**config.mk**
```make
export PLATFORM = sky130hd
export DESIGN_NAME = mrtp_transmit_port
export DESIGN_NICKNAME = d
export VERILOG_FILES = /design/src/mrtp_fifo.v /design/src/mrtp_ref_div.v /design/src/mrtp_transmit_port.v
export VERILOG_INCLUDE_DIRS = /design/src /design/src/shared
export SDC_FILE = /design/constraint.sdc
export NUM_CORES = 1
export LEC_CHECK = 0
export ABC_AREA = 1
export BUFFER_PORTS_ARGS = -buffer_cell sky130_fd_sc_hd__buf_2
export CAP_MARGIN = 20
export CORE_ASPECT_RATIO = 0.75
export CORE_UTILIZATION = 45
export CTS_BUF_LIST = sky130_fd_sc_hd__clkbuf_2 sky130_fd_sc_hd__clkbuf_4 sky130_fd_sc_hd__clkbuf_8
export DETAILED_ROUTE_END_ITERATION = 7
export PLACE_DENSITY = 0.65
export SLEW_MARGIN = 30
export SYNTH_ARGS = -nofsm -noshare
export SYNTH_HDL_FRONTEND = slang
export SYNTH_SLANG_ARGS = --single-unit
```
**constraint.sdc**
```tcl
create_clock -name clk -period 2.8 [get_ports clk]
set_input_delay 0.42 -clock clk [delete_from_list [all_inputs] [get_ports clk]]
set_output_delay 0.42 -clock clk [all_outputs]
set_load 0.03 [all_outputs]
```
**src/shared/mrtp_regs.vh**
```
// constants for the mii/rmii transmit port
`ifndef MRTP_REGS_VH
`define MRTP_REGS_VH

// data path widths
`define MRTP_NIB_W      4
`define MRTP_DIB_W      2
`define MRTP_FIFO_W     5
`define MRTP_FIFO_DEPTH 8
`define MRTP_LAST_BIT   4

// clock rates in kHz
`define MRTP_SYSCLK_KHZ 20000
`define MRTP_REFO_KHZ   10000
`define MRTP_REF_KHZ    50000
`define MRTP_FAST_KHZ   25000
`define MRTP_SLOW_KHZ   2500

// half periods and intervals, sized to the divider counter
`define MRTP_REFO_HALF  (`MRTP_SYSCLK_KHZ / (2 * `MRTP_REFO_KHZ))
`define MRTP_HALF_FAST  4'h1
`define MRTP_HALF_SLOW  4'ha
`define MRTP_RMII_SLOW  4'ha
`define MRTP_DIV_W      4

// strap settle cycles after reset release
`define MRTP_SETTLE     2'h2

// transmit states
`define MRTP_ST_IDLE    2'h0
`define MRTP_ST_SEND    2'h1
`define MRTP_ST_GAP     2'h2

`endif

```
**src/mrtp_fifo.v**
```verilog
// parameterised flip-flop fifo with valid/ready on both sides
`timescale 1ns/1ps
`default_nettype none
module mrtp_fifo #(
  parameter WIDTH = 5,
  parameter DEPTH = 8,
  parameter AW    = 3
) (
  // clock and reset
  input  wire             clk,
  input  wire             rst,
  // fill side
  input  wire             inValid,
  input  wire [WIDTH-1:0] inData,
  output reg              inReady_ff,
  // drain side
  output wire             outValid,
  output wire [WIDTH-1:0] outData,
  input  wire             outReady
);
  reg  [WIDTH-1:0] mem [0:DEPTH-1];
  reg  [AW-1:0]    wrPtr_ff;
  reg  [AW-1:0]    rdPtr_ff;
  reg  [AW:0]      count_ff;
  wire             doPush;
  wire             doPop;
  wire [AW:0]      nxt_count;

  assign outValid  = (count_ff != {(AW+1){1'b0}});
  assign outData   = mem[rdPtr_ff];
  assign doPush    = inValid & inReady_ff;
  assign doPop     = outValid & outReady;
  assign nxt_count = count_ff + {{AW{1'b0}}, doPush} - {{AW{1'b0}}, doPop};

  always @(posedge clk) begin
    if (doPush) begin
      mem[wrPtr_ff] <= inData;
    end
  end

  // ready is registered so the top sees a flip-flop
  always @(posedge clk) begin
    if (rst) begin
      wrPtr_ff   <= {AW{1'b0}};
      rdPtr_ff   <= {AW{1'b0}};
      count_ff   <= {(AW+1){1'b0}};
      inReady_ff <= 1'b0;
    end else begin
      if (doPush) begin
        wrPtr_ff <= (wrPtr_ff == DEPTH - 1) ? {AW{1'b0}} : wrPtr_ff + 1'b1;
      end
      if (doPop) begin
        rdPtr_ff <= (rdPtr_ff == DEPTH - 1) ? {AW{1'b0}} : rdPtr_ff + 1'b1;
      end
      count_ff   <= nxt_count;
      inReady_ff <= (nxt_count != DEPTH);
    end
  end
endmodule
`default_nettype wire

```
**src/mrtp_ref_div.v**
```verilog
// divides the system clock down to the derived reference clock
`timescale 1ns/1ps
`default_nettype none
module mrtp_ref_div #(
  parameter HALF = 1,
  parameter CW   = 4
) (
  // clock and reset
  input  wire clk,
  input  wire rst,
  // divided clock
  output reg  refOut_ff
);
  reg [CW-1:0] cnt_ff;

  always @(posedge clk) begin
    if (rst) begin
      cnt_ff    <= {CW{1'b0}};
      refOut_ff <= 1'b0;
    end else if (cnt_ff == HALF - 1) begin
      cnt_ff    <= {CW{1'b0}};
      refOut_ff <= ~refOut_ff;
    end else begin
      cnt_ff <= cnt_ff + 1'b1;
    end
  end
endmodule
`default_nettype wire

```
**src/mrtp_transmit_port.v**
```verilog
// mii/rmii transmit port with strap-selected clocking
`timescale 1ns/1ps
`default_nettype none
`include "mrtp_regs.vh"

module mrtp_transmit_port #(
  parameter FIFO_W     = `MRTP_FIFO_W,
  parameter FIFO_DEPTH = `MRTP_FIFO_DEPTH,
  parameter FIFO_AW    = 3
) (
  // system clock and reset
  input  wire                    clk,
  input  wire                    rst,
  // straps
  input  wire                    clockRoleSelect,
  input  wire                    reducedIfaceSelect,
  input  wire                    speedSlow,
  // reference clock in and derived out
  input  wire                    refClockIn,
  output wire                    derivedRefClockOut,
  // transmit clock pin
  input  wire                    txClkIn,
  output reg                     txClkOut_ff,
  output reg                     txClkOe_n_ff,
  // receive clock pin, driven only as master
  output reg                     rxClkOut_ff,
  output reg                     rxClkOe_n_ff,
  // transmit data pins
  output reg  [`MRTP_NIB_W-1:0]  txData_ff,
  output reg                     txEnable_ff,
  // user frame stream, nibble plus end-of-frame mark
  input  wire                    frameValid,
  input  wire [`MRTP_NIB_W-1:0]  frameNibble,
  input  wire                    frameLast,
  output wire                    frameReady,
  // status
  output reg                     modeRmii_ff,
  output reg                     modeMaster_ff,
  output reg                     txUnderrun_ff
);

  // ---------------------------------------------
  // derived reference output
  // ---------------------------------------------
  mrtp_ref_div #(
    .HALF (`MRTP_REFO_HALF),
    .CW   (`MRTP_DIV_W)
  ) uRefDiv (
    .clk       (clk),
    .rst       (rst),
    .refOut_ff (derivedRefClockOut)
  );

  // ---------------------------------------------
  // pin synchronisers
  // ---------------------------------------------
  reg       roleSync1_ff;
  reg       roleSync2_ff;
  reg       rmiiSync1_ff;
  reg       rmiiSync2_ff;
  reg       slowSync1_ff;
  reg       slowSync2_ff;
  reg       refSync1_ff;
  reg       refSync2_ff;
  reg       refPrev_ff;
  reg       txcSync1_ff;
  reg       txcSync2_ff;
  reg       txcPrev_ff;

  always @(posedge clk) begin
    roleSync1_ff <= clockRoleSelect;
    roleSync2_ff <= roleSync1_ff;
    rmiiSync1_ff <= reducedIfaceSelect;
    rmiiSync2_ff <= rmiiSync1_ff;
    slowSync1_ff <= speedSlow;
    slowSync2_ff <= slowSync1_ff;
    refSync1_ff  <= refClockIn;
    refSync2_ff  <= refSync1_ff;
    txcSync1_ff  <= txClkIn;
    txcSync2_ff  <= txcSync1_ff;
  end

  // previous levels follow the pins through reset, so no false edge after it
  always @(posedge clk) begin
    refPrev_ff <= refSync2_ff;
    txcPrev_ff <= txcSync2_ff;
  end

  wire refRise;
  wire txcRise;
  assign refRise = refSync2_ff & ~refPrev_ff;
  assign txcRise = txcSync2_ff & ~txcPrev_ff;

  // ---------------------------------------------
  // strap capture
  // ---------------------------------------------
  // straps are pins only; no software path may change the role
  reg [1:0] settle_ff;
  reg       strapsDone_ff;
  reg       speedSlow_ff;

  always @(posedge clk) begin
    if (rst) begin
      settle_ff     <= 2'h0;
      strapsDone_ff <= 1'b0;
      modeRmii_ff   <= 1'b0;
      modeMaster_ff <= 1'b0;
      speedSlow_ff  <= 1'b0;
    end else begin
      speedSlow_ff <= slowSync2_ff;
      if (!strapsDone_ff) begin
        if (settle_ff == `MRTP_SETTLE) begin
          strapsDone_ff <= 1'b1;
          modeRmii_ff   <= rmiiSync2_ff;
          modeMaster_ff <= roleSync2_ff & ~rmiiSync2_ff;
        end else begin
          settle_ff <= settle_ff + 2'h1;
        end
      end
    end
  end

  // ---------------------------------------------
  // link timing from the reference clock
  // ---------------------------------------------
  // a 50MHz reference cannot be sampled by a 20MHz clock;
  // this port only follows references well below half clk
  reg  [`MRTP_DIV_W-1:0] refCnt_ff;
  reg                    genClk_ff;
  reg  [`MRTP_DIV_W-1:0] divLimit;
  wire                   refHit;

  always @* begin
    if (modeRmii_ff) begin
      divLimit = speedSlow_ff ? `MRTP_RMII_SLOW : 4'h1;
    end else if (speedSlow_ff) begin
      divLimit = `MRTP_HALF_SLOW;
    end else begin
      divLimit = `MRTP_HALF_FAST;
    end
  end

  assign refHit = refRise & (refCnt_ff == divLimit - 4'h1);

  always @(posedge clk) begin
    if (rst || !strapsDone_ff) begin
      refCnt_ff <= {`MRTP_DIV_W{1'b0}};
      genClk_ff <= 1'b0;
    end else if (refRise) begin
      if (refHit) begin
        refCnt_ff <= {`MRTP_DIV_W{1'b0}};
        genClk_ff <= ~genClk_ff;
      end else begin
        refCnt_ff <= refCnt_ff + 4'h1;
      end
    end
  end

  // ---------------------------------------------
  // port clock pins
  // ---------------------------------------------
  always @(posedge clk) begin
    if (rst) begin
      txClkOut_ff  <= 1'b0;
      rxClkOut_ff  <= 1'b0;
      txClkOe_n_ff <= 1'b1;
      rxClkOe_n_ff <= 1'b1;
    end else begin
      txClkOut_ff  <= modeMaster_ff & genClk_ff;
      rxClkOut_ff  <= modeMaster_ff & genClk_ff;
      txClkOe_n_ff <= ~modeMaster_ff;
      rxClkOe_n_ff <= ~modeMaster_ff;
    end
  end

  // one tick per transfer slot on the wire
  reg linkTick;
  always @* begin
    if (!strapsDone_ff) begin
      linkTick = 1'b0;
    end else if (modeRmii_ff) begin
      linkTick = refHit;
    end else if (modeMaster_ff) begin
      linkTick = refHit & ~genClk_ff;
    end else begin
      linkTick = txcRise;
    end
  end

  // ---------------------------------------------
  // frame buffer
  // ---------------------------------------------
  wire                 fifoValid;
  wire [FIFO_W-1:0]    fifoData;
  reg                  fifoPop;
  wire                 fifoInReady;

  mrtp_fifo #(
    .WIDTH (FIFO_W),
    .DEPTH (FIFO_DEPTH),
    .AW    (FIFO_AW)
  ) uFifo (
    .clk        (clk),
    .rst        (rst),
    .inValid    (frameValid),
    .inData     ({frameLast, frameNibble}),
    .inReady_ff (fifoInReady),
    .outValid   (fifoValid),
    .outData    (fifoData),
    .outReady   (fifoPop)
  );

  assign frameReady = fifoInReady;

  // count of whole frames ends held, so a frame starts only
  // when its end is held or the fifo is full
  reg  [FIFO_AW:0] lastCnt_ff;
  wire             pushLast;
  wire             popLast;
  wire             fifoFull;

  assign pushLast = frameValid & fifoInReady & frameLast;
  assign popLast  = fifoPop & fifoData[`MRTP_LAST_BIT];
  assign fifoFull = ~fifoInReady;

  always @(posedge clk) begin
    if (rst) begin
      lastCnt_ff <= {(FIFO_AW+1){1'b0}};
    end else begin
      lastCnt_ff <= lastCnt_ff + {{FIFO_AW{1'b0}}, pushLast}
                    - {{FIFO_AW{1'b0}}, popLast};
    end
  end

  // ---------------------------------------------
  // transmit sequencer
  // ---------------------------------------------
  reg [1:0]              state_ff;
  reg [1:0]              nxt_state;
  reg [`MRTP_NIB_W-1:0]  curNib_ff;
  reg                    curLast_ff;
  reg                    highHalf_ff;
  reg [`MRTP_NIB_W-1:0]  nxt_txData;
  reg                    nxt_txEnable;
  reg [`MRTP_NIB_W-1:0]  nxt_curNib;
  reg                    nxt_curLast;
  reg                    nxt_highHalf;
  reg                    nxt_underrun;
  reg                    startOk;

  always @* begin
    startOk      = fifoValid & ((lastCnt_ff != {(FIFO_AW+1){1'b0}}) | fifoFull);
    nxt_state    = state_ff;
    nxt_txData   = txData_ff;
    nxt_txEnable = txEnable_ff;
    nxt_curNib   = curNib_ff;
    nxt_curLast  = curLast_ff;
    nxt_highHalf = highHalf_ff;
    nxt_underrun = 1'b0;
    fifoPop      = 1'b0;
    if (linkTick) begin
      case (state_ff)
        `MRTP_ST_IDLE: begin
          nxt_txEnable = 1'b0;
          if (startOk) begin
            fifoPop      = 1'b1;
            nxt_curNib   = fifoData[`MRTP_NIB_W-1:0];
            nxt_curLast  = fifoData[`MRTP_LAST_BIT];
            nxt_txEnable = 1'b1;
            nxt_state    = `MRTP_ST_SEND;
            if (modeRmii_ff) begin
              nxt_txData   = {2'h0, fifoData[`MRTP_DIB_W-1:0]};
              nxt_highHalf = 1'b1;
            end else begin
              nxt_txData = fifoData[`MRTP_NIB_W-1:0];
            end
          end
        end
        `MRTP_ST_SEND: begin
          if (modeRmii_ff && highHalf_ff) begin
            nxt_txData   = {2'h0, curNib_ff[`MRTP_NIB_W-1:`MRTP_DIB_W]};
            nxt_highHalf = 1'b0;
          end else if (curLast_ff) begin
            nxt_txEnable = 1'b0;
            nxt_txData   = 4'h0;
            nxt_state    = `MRTP_ST_GAP;
          end else if (fifoValid) begin
            fifoPop      = 1'b1;
            nxt_curNib   = fifoData[`MRTP_NIB_W-1:0];
            nxt_curLast  = fifoData[`MRTP_LAST_BIT];
            nxt_txEnable = 1'b1;
            if (modeRmii_ff) begin
              nxt_txData   = {2'h0, fifoData[`MRTP_DIB_W-1:0]};
              nxt_highHalf = 1'b1;
            end else begin
              nxt_txData = fifoData[`MRTP_NIB_W-1:0];
            end
          end else begin
            // source ran dry mid-frame: end it rather than stall
            nxt_txEnable = 1'b0;
            nxt_txData   = 4'h0;
            nxt_underrun = 1'b1;
            nxt_state    = `MRTP_ST_GAP;
          end
        end
        `MRTP_ST_GAP: begin
          nxt_txEnable = 1'b0;
          nxt_state    = `MRTP_ST_IDLE;
        end
        default: begin
          nxt_txEnable = 1'b0;
          nxt_state    = `MRTP_ST_IDLE;
        end
      endcase
    end
  end

  always @(posedge clk) begin
    if (rst) begin
      state_ff      <= `MRTP_ST_IDLE;
      txData_ff     <= 4'h0;
      txEnable_ff   <= 1'b0;
      curNib_ff     <= 4'h0;
      curLast_ff    <= 1'b0;
      highHalf_ff   <= 1'b0;
      txUnderrun_ff <= 1'b0;
    end else begin
      state_ff      <= nxt_state;
      txData_ff     <= nxt_txData;
      txEnable_ff   <= nxt_txEnable;
      curNib_ff     <= nxt_curNib;
      curLast_ff    <= nxt_curLast;
      highHalf_ff   <= nxt_highHalf;
      txUnderrun_ff <= nxt_underrun;
    end
  end

endmodule
`default_nettype wire

```
* Word level (Yosys, flattened, before mapping)
Memory sizes are Yosys's and may differ from the RTL's. A register that Yosys moved wholly into a read port is not among the register bits.
Cells that the tools add are included.
** Cells by class
- Reductions and logical operators :: 19
- Equal/unequal tests :: 13
- Multiplexer cells :: 49
- Bitwise logic cells :: 23
- Add/subtract/negate cells :: 10
** Operators with widths (count)
- 4-bit two-way mux :: 11
- 1-bit two-way mux :: 23
- 4-bit one-hot mux with 2 select lines :: 2
- 3-bit two-way mux :: 4
- 1-bit AND :: 11
- 1-bit inverter :: 11
- 3-bit inequality test (second input constant) :: 3
- 4-bit by 1-bit adder with 4-bit output :: 2
- 4-bit by 1-bit adder with 4-bit output (second input constant) :: 2
- 2-bit two-way mux :: 4
- 2-bit inequality test (second input constant) :: 4
- 1-bit one-hot mux with 2 select lines :: 4
- 2-bit AND reduction :: 4
- 4-bit AND reduction :: 2
- 4-bit nonzero test :: 2
- 4-bit by 1-bit subtractor with 4-bit output :: 2
- 3-bit by 1-bit adder with 3-bit output (second input constant) :: 2
- 3-bit == test (second input constant) :: 2
- 6-bit AND reduction :: 1
- 5-bit AND reduction :: 1
- 5-bit OR reduction :: 1
- 4-bit == test :: 1
- 4-bit zero test :: 1
- 4-bit inequality test (second input constant) :: 1
- 13 further kinds :: 13
** Word-level totals
- Word-level logic and storage cells :: 150
- Memories kept :: 1
- Output and inout port bits :: 14
- Input port bits :: 13
- Register bits :: 59
- Memory bits (writable) :: 40
** Memories
- uFifo.mem :: depth 8, bits a word 5, rd ports 1, clocked after Yosys merged registers in 1, wr ports 1, line mrtp_fifo.v:21 : reg [WIDTH-1:0] mem [0:DEPTH-1];

* Logic depth before layout (Yosys ltp)
- Depth after elaboration :: 12
- Depth in mapped cells :: 18

* Hierarchy
From an unflattened synthesis, not the netlist that was laid out.
** Second synthesis, totals
- Cell total of the unflattened synthesis :: 492
- Area, all modules :: 4352.9 um2
** By module, submodules not included
- mrtp_fifo :: cells an instance 235, area each 2304.7 um2, instances 1
- mrtp_transmit_port :: cells an instance 229, area each 1823.0 um2, instances 1
- mrtp_ref_div :: cells an instance 28, area each 225.2 um2, instances 1

* Worst setup path after synthesis
No wires, ideal clock.
- Kind :: flip-flop to flip-flop
- From :: register uFifo.count_ff[2]
- To :: register uFifo.inReady_ff
- Stages on the path, launching flop included :: 18
- Path buffers :: 0
- Clock period less this slack :: 2566 ps
- Arrival :: 2450 ps
- Data required time :: 2685 ps
- Library setup time :: 115 ps
- Path slack :: 234 ps
- Path through :: dfxtp_1 > inv_1 > ha_1 > nand3_1 > nand3_1 > o21ai_0 > nand3_2 > clkinv_2 > ha_1 > inv_1 > ha_1 > inv_1 > fa_1 > xnor2_1 > inv_1 > nand3_1 > o21ai_0 > inv_1
** On the way
- Cells in the longest elaborated chain, start to end :: 9
- Elaborated cells between the ends (all ways) :: 12
- Those cells by class :: 2 x add/sub; 1 x eq/ne; 6 x mux; 2 x bitwise; 1 x reduce/logical
** RTL lines
- start, declared :: line mrtp_fifo.v:24 : reg [AW:0] count_ff;
- start signal, assigned :: line mrtp_fifo.v:46 : count_ff <= {(AW+1){1'b0}};
- start signal, assigned :: line mrtp_fifo.v:55 : count_ff <= nxt_count;
- 4-bit nonzero test :: line mrtp_fifo.v:29 : assign outValid = (count_ff != {(AW+1){1'b0}});
- 1-bit two-way mux :: line mrtp_transmit_port.v:287 : end else if (fifoValid) begin
- 1-bit two-way mux :: line mrtp_transmit_port.v:283 : end else if (curLast_ff) begin
- 1-bit two-way mux :: line mrtp_transmit_port.v:280 : if (modeRmii_ff && highHalf_ff) begin
- 1-bit one-hot mux with 2 select lines :: line mrtp_transmit_port.v:262 : case (state_ff)
- 1-bit two-way mux :: line mrtp_transmit_port.v:261 : if (linkTick) begin
- 1-bit AND :: line mrtp_fifo.v:32 : assign doPop = outValid & outReady;
- 4-bit by 1-bit subtractor with 4-bit output * :: line mrtp_fifo.v:33 : assign nxt_count = count_ff + {{AW{1'b0}}, doPush} - {{AW{1'b0}}, doPop};
- 4-bit inequality test * :: line mrtp_fifo.v:56 : inReady_ff <= (nxt_count != DEPTH);
- end signal, assigned :: line mrtp_fifo.v:56
- end, declared :: line mrtp_fifo.v:15 : output reg inReady_ff,
Every way passes the cells marked *; elsewhere a longest branch is shown, timed or not.
A chain may end at the register's enable or synchronous reset.

* Final worst setup path
Ends and elaborated chain as after synthesis.

==> key figures <==
Global route
  • Vias in the first global route: 2907
  • Gr ovfl total: 0
  • Largest net degree at the start of global routing: 25
  • Initial antenna violation count: 0
  • First-pass GRT wire length: 13.6 mm
  • Total GRT Usage: 18.2%

Clocking
  • TritonCTS Buffers: 9
  • Root buffer cell: clkbuf_8
  • H-tree levels: 3
  • CTS tree: yes
  • CTS Sinks: 100
  • Worst skew pair latency: 0.37 ns
  • Clock Path Buffers: 2
  • # hold bufs at CTS: 0
  • Reg clk slew, reported paths: 0.09 ns

Critical path
  • Critical Path Stages: 17
  • R2r worst-path depth: 17
  • Max incr delay on CP: 0.37 ns
  • CP delay by family, top: adder cells
  • Crit path top cell by count: inv_1
  • R2R setup slack: 0.18 ns
  • Critical path capture point type: flip-flop
  • Worst setup path endpoint: uFifo.inReady_ff
  • CP Buf/Inv Count: 6
  • CP cell instances: inv_1 -> ha_1 -> nand3_2 -> nand3_2 -> o21ai_2 -> nand3_4 -> clkinv_2 -> ha_1 -> inv_1 -> ha_1 -> inv_1 -> fa_1 -> xnor2_1 -> inv_1 -> nand3_1 -> o21ai_1 -> inv_1
  • Critical-path top delay cell: fa_1
  • RR Endpoint: uFifo.inReady_ff
  • Worst R2R Start: uFifo.count_ff[2]
  • Crit Path Category: flip-flop to flip-flop
  • CP required: 3.06 ns
  • Critical Path Start Type: flip-flop
  • CP Max Fanout: 5
  • Setup crit start: uFifo.count_ff[2]
  • Arr. time, crit path: 2.88 ns

Synth
  • Synth area leaders: dfxtp_1 (29%), edfxtp_1 (29%), nand2_1 (7.8%)
  • Most common cell in the synthesized netlist: nand2_1
  • Gate count after technology mapping: 454
  • Mux cell area share after synthesis: 0%
  • Cell area after synthesis: 4190 um^2
  • Main flop type after synthesis: dfxtp_1
  • Xor/xnor share of the synthesized area: 1.67%
  • Complex-gate fraction of the synthesized area: 7.31%
  • #FFs+latches synth: 100
  • Async S/R FF share, synth: 0%
  • Post-synth EDFFs: 40
  • Combinational family with the most area after synthesis: simple AND/OR/NAND/NOR gates
  • Mean post-synth cell area: 9.23 um^2
  • Post-synth top area share: 28.7%
  • Synth top cells by count: nand2_1 (87), nor2_1 (72), dfxtp_1 (60), inv_1 (57), edfxtp_1 (40)
  • Adder-Cell Fraction of Synth Area: 6.93%
  • Syn_nets: 489
  • Yosys warnings: 0
  • Count of different cell masters after synthesis: 34
  • Simple-Gate Fraction of Synth Area: 20.2%
  • Sequential area share after synthesis: 57.3%
  • Largest area contributor in the netlist: dfxtp_1

Routing
  • Wire length per cell: 13.0 um
  • DRC Markers: 0
  • Starting DRC count in detailed routing: 179
  • Top Metal Used: met4
  • Detailed-route via count: 3043
  • Via density: 4.87
  • WL met1: 3.94 mm
  • DR WL met3: 376 um
  • DRT antenna net count: 0
  • Met2 wire length: 3.66 mm
  • Total routed wirelength: 8.10 mm
  • Total iterations of the first detailed-routing run: 4

Pwr
  • PD cells: 740 nW/um^2
  • Sequential power share: 48.0%
  • Sw Pwr: 1.08 mW
  • Sw frac: 30.6%
  • Lkg Pwr: 1.97 nW
  • Pint: 2.45 mW
  • Worst vdd rail ir drop: 0.385 mV
  • Comb pwr share: 23.4%
  • Clock network power share: 28.6%

Finish
  • Share of cells above drive strength 1: 14.1%
  • Final std cell area, no fill: 4770 um^2
  • Filler instances: 815
  • Final net count: 527
  • Area Overhead vs Synth: 13.7%
  • Number of diodes: 0

Timing
  • RSZ-0062 raised after global routing: false
  • Final worst slack: 0.181 ns
  • Hold WS: 0.147 ns
  • Max_slew headroom: 60.7%
  • Maximum clock frequency: 382 MHz
  • Final setup vio count: 0
  • Fin Clk Skew: 0.0123 ns
  • Final Cycle Share: 93.5%
  • Slew @ Worst Pin: 0.588 ns
  • Final setup TNS: 0 ns
  • Fin crit period: 2.62 ns
  • Final Hold Fails: 0
  • Max Slew Vio Count: 0

Placement
  • DP Area: 4500 um^2
  • IO Port Bufs: 26
  • Gpl congestion: 0.789
  • Pre-CTS WS: 0.0579 ns
  • HPWL Detailed: 5.85 mm

Floorplanning
  • Die width: 113 um
  • Initial Util: 46.3%
  • I/O Pins: 27
  • Num rows: 30
  • CORE AREA: 9050 um^2
  • Die Area: 9710 um^2
  • Height of the chip: 85.6 um

Worst hold path
  • Min-delay worst type: input port to flip-flop

Outcome
  • Status: finished, final reports clean

Job
  • Maxcap violations: 0
-- sequential cells by signal, indices dropped and copies added, names as in the netlist, 2 cells and up, named ones only --
signal	count
uFifo.rdPtr_ff	3
curNib_ff	2
lastCnt_ff	4
refCnt_ff	4
uFifo.wrPtr_ff	3
txData_ff	4
state_ff	2
uRefDiv.cnt_ff	4
uFifo.mem	40
settle_ff	2
uFifo.count_ff	4
-- worst min path at each step --
stage          slack, ns          startpoint      endpoint  cells past startpoint
3_3_place_gp        0.31         txcSync1_ff   txcSync2_ff                      0
6_report            0.15  reducedIfaceSelect  rmiiSync1_ff                      1
2_1_floorplan       0.31         refSync1_ff   refSync2_ff                      0
3_5_place_dp        0.32        rmiiSync1_ff  rmiiSync2_ff                      0
5_1_grt             0.13           speedSlow  slowSync1_ff                      1
4_1_cts             0.13     clockRoleSelect  roleSync1_ff                      1
-- cells by family after synthesis --
logic type	count (synthesis)
xor gates and xnor gates	8
buffers and inverters	70
DFF	100
AOI/OAI and AO/OA	52
adders and majority gates	22
and+or+nand+nor	202
-- cell usage in the layout, fill, tap and decap left out, drive strengths merged --
| master | Yosys | routed |
|---|---|---|
| a211oi | 2 | 2 |
| a21oi | 17 | 17 |
| a22oi | 2 | 2 |
| a31oi | 1 | 1 |
| buf | 4 | 38 |
| bufinv | 0 | 2 |
| clkbuf | 7 | 10 |
| clkinv | 2 | 5 |
| clkinvlp | 0 | 1 |
| dfxtp | 60 | 60 |
| edfxtp | 40 | 40 |
| fa | 2 | 2 |
| ha | 20 | 20 |
| inv | 57 | 57 |
| nand2 | 88 | 88 |
| nand3 | 26 | 26 |
| nand4 | 7 | 7 |
| nor2 | 76 | 76 |
| nor3 | 4 | 4 |
| nor4 | 1 | 1 |
| o211ai | 2 | 2 |
| o21a | 1 | 1 |
| o21ai | 22 | 22 |
| o22ai | 4 | 4 |
| o32ai | 1 | 1 |
| xnor2 | 2 | 2 |
| xor2 | 6 | 6 |
-- routing by layer --
layer | up-vias | global-route usage, %
met5 | - | 0
met4 | 0 | 6.46
met3 | 11 | 5.02
met2 | 63 | 29.3
met1 | 1419 | 23.6
li1 | 1550 | -
-- power groups by stage --
stage	combinational (mW)	clock [mW]	sequential (mW)
final	0.826	1.01	1.69
after CTS	0.772	1.02	1.69
after global placement	0.740	0	1.72
after detailed placement	0.766	0	1.73
after floorplan	0.512	0	1.76
after global routing	0.938	1.07	1.71
-- per-stage QoR --
| stage | instances | utilization (%) | total power [mW] |
|---|---|---|---|
| floorplan | 454 | - | 2.27 |
| global placement | 606 | 49.7 | 2.46 |
| detailed placement | 606 | 49.7 | 2.49 |
| CTS | 622 | 52.2 | 3.49 |
| global route | 625 | 52.7 | 3.72 |
| finish | 625 | 52.7 | 3.53 |
-- what timing repair did --
item	CTS	global route
endpoints found under the setup margin	0	3
gates resized for setup	0	9
setup buffers	0	3
-- area by class of cell --
class	count	area, um^2	share of cell area [%]
Clock buffer	10	131	2.76
Clock inverter	6	88.8	1.86
Inverter	59	223	4.67
Multi-Input combinational cell	284	1540	32.2
Sequential cell	100	2410	50.5
Tap cell	128	160	3.36
Timing Repair Buffer	38	220	4.62
No activity file was read; power rests on OpenSTA's default activity.
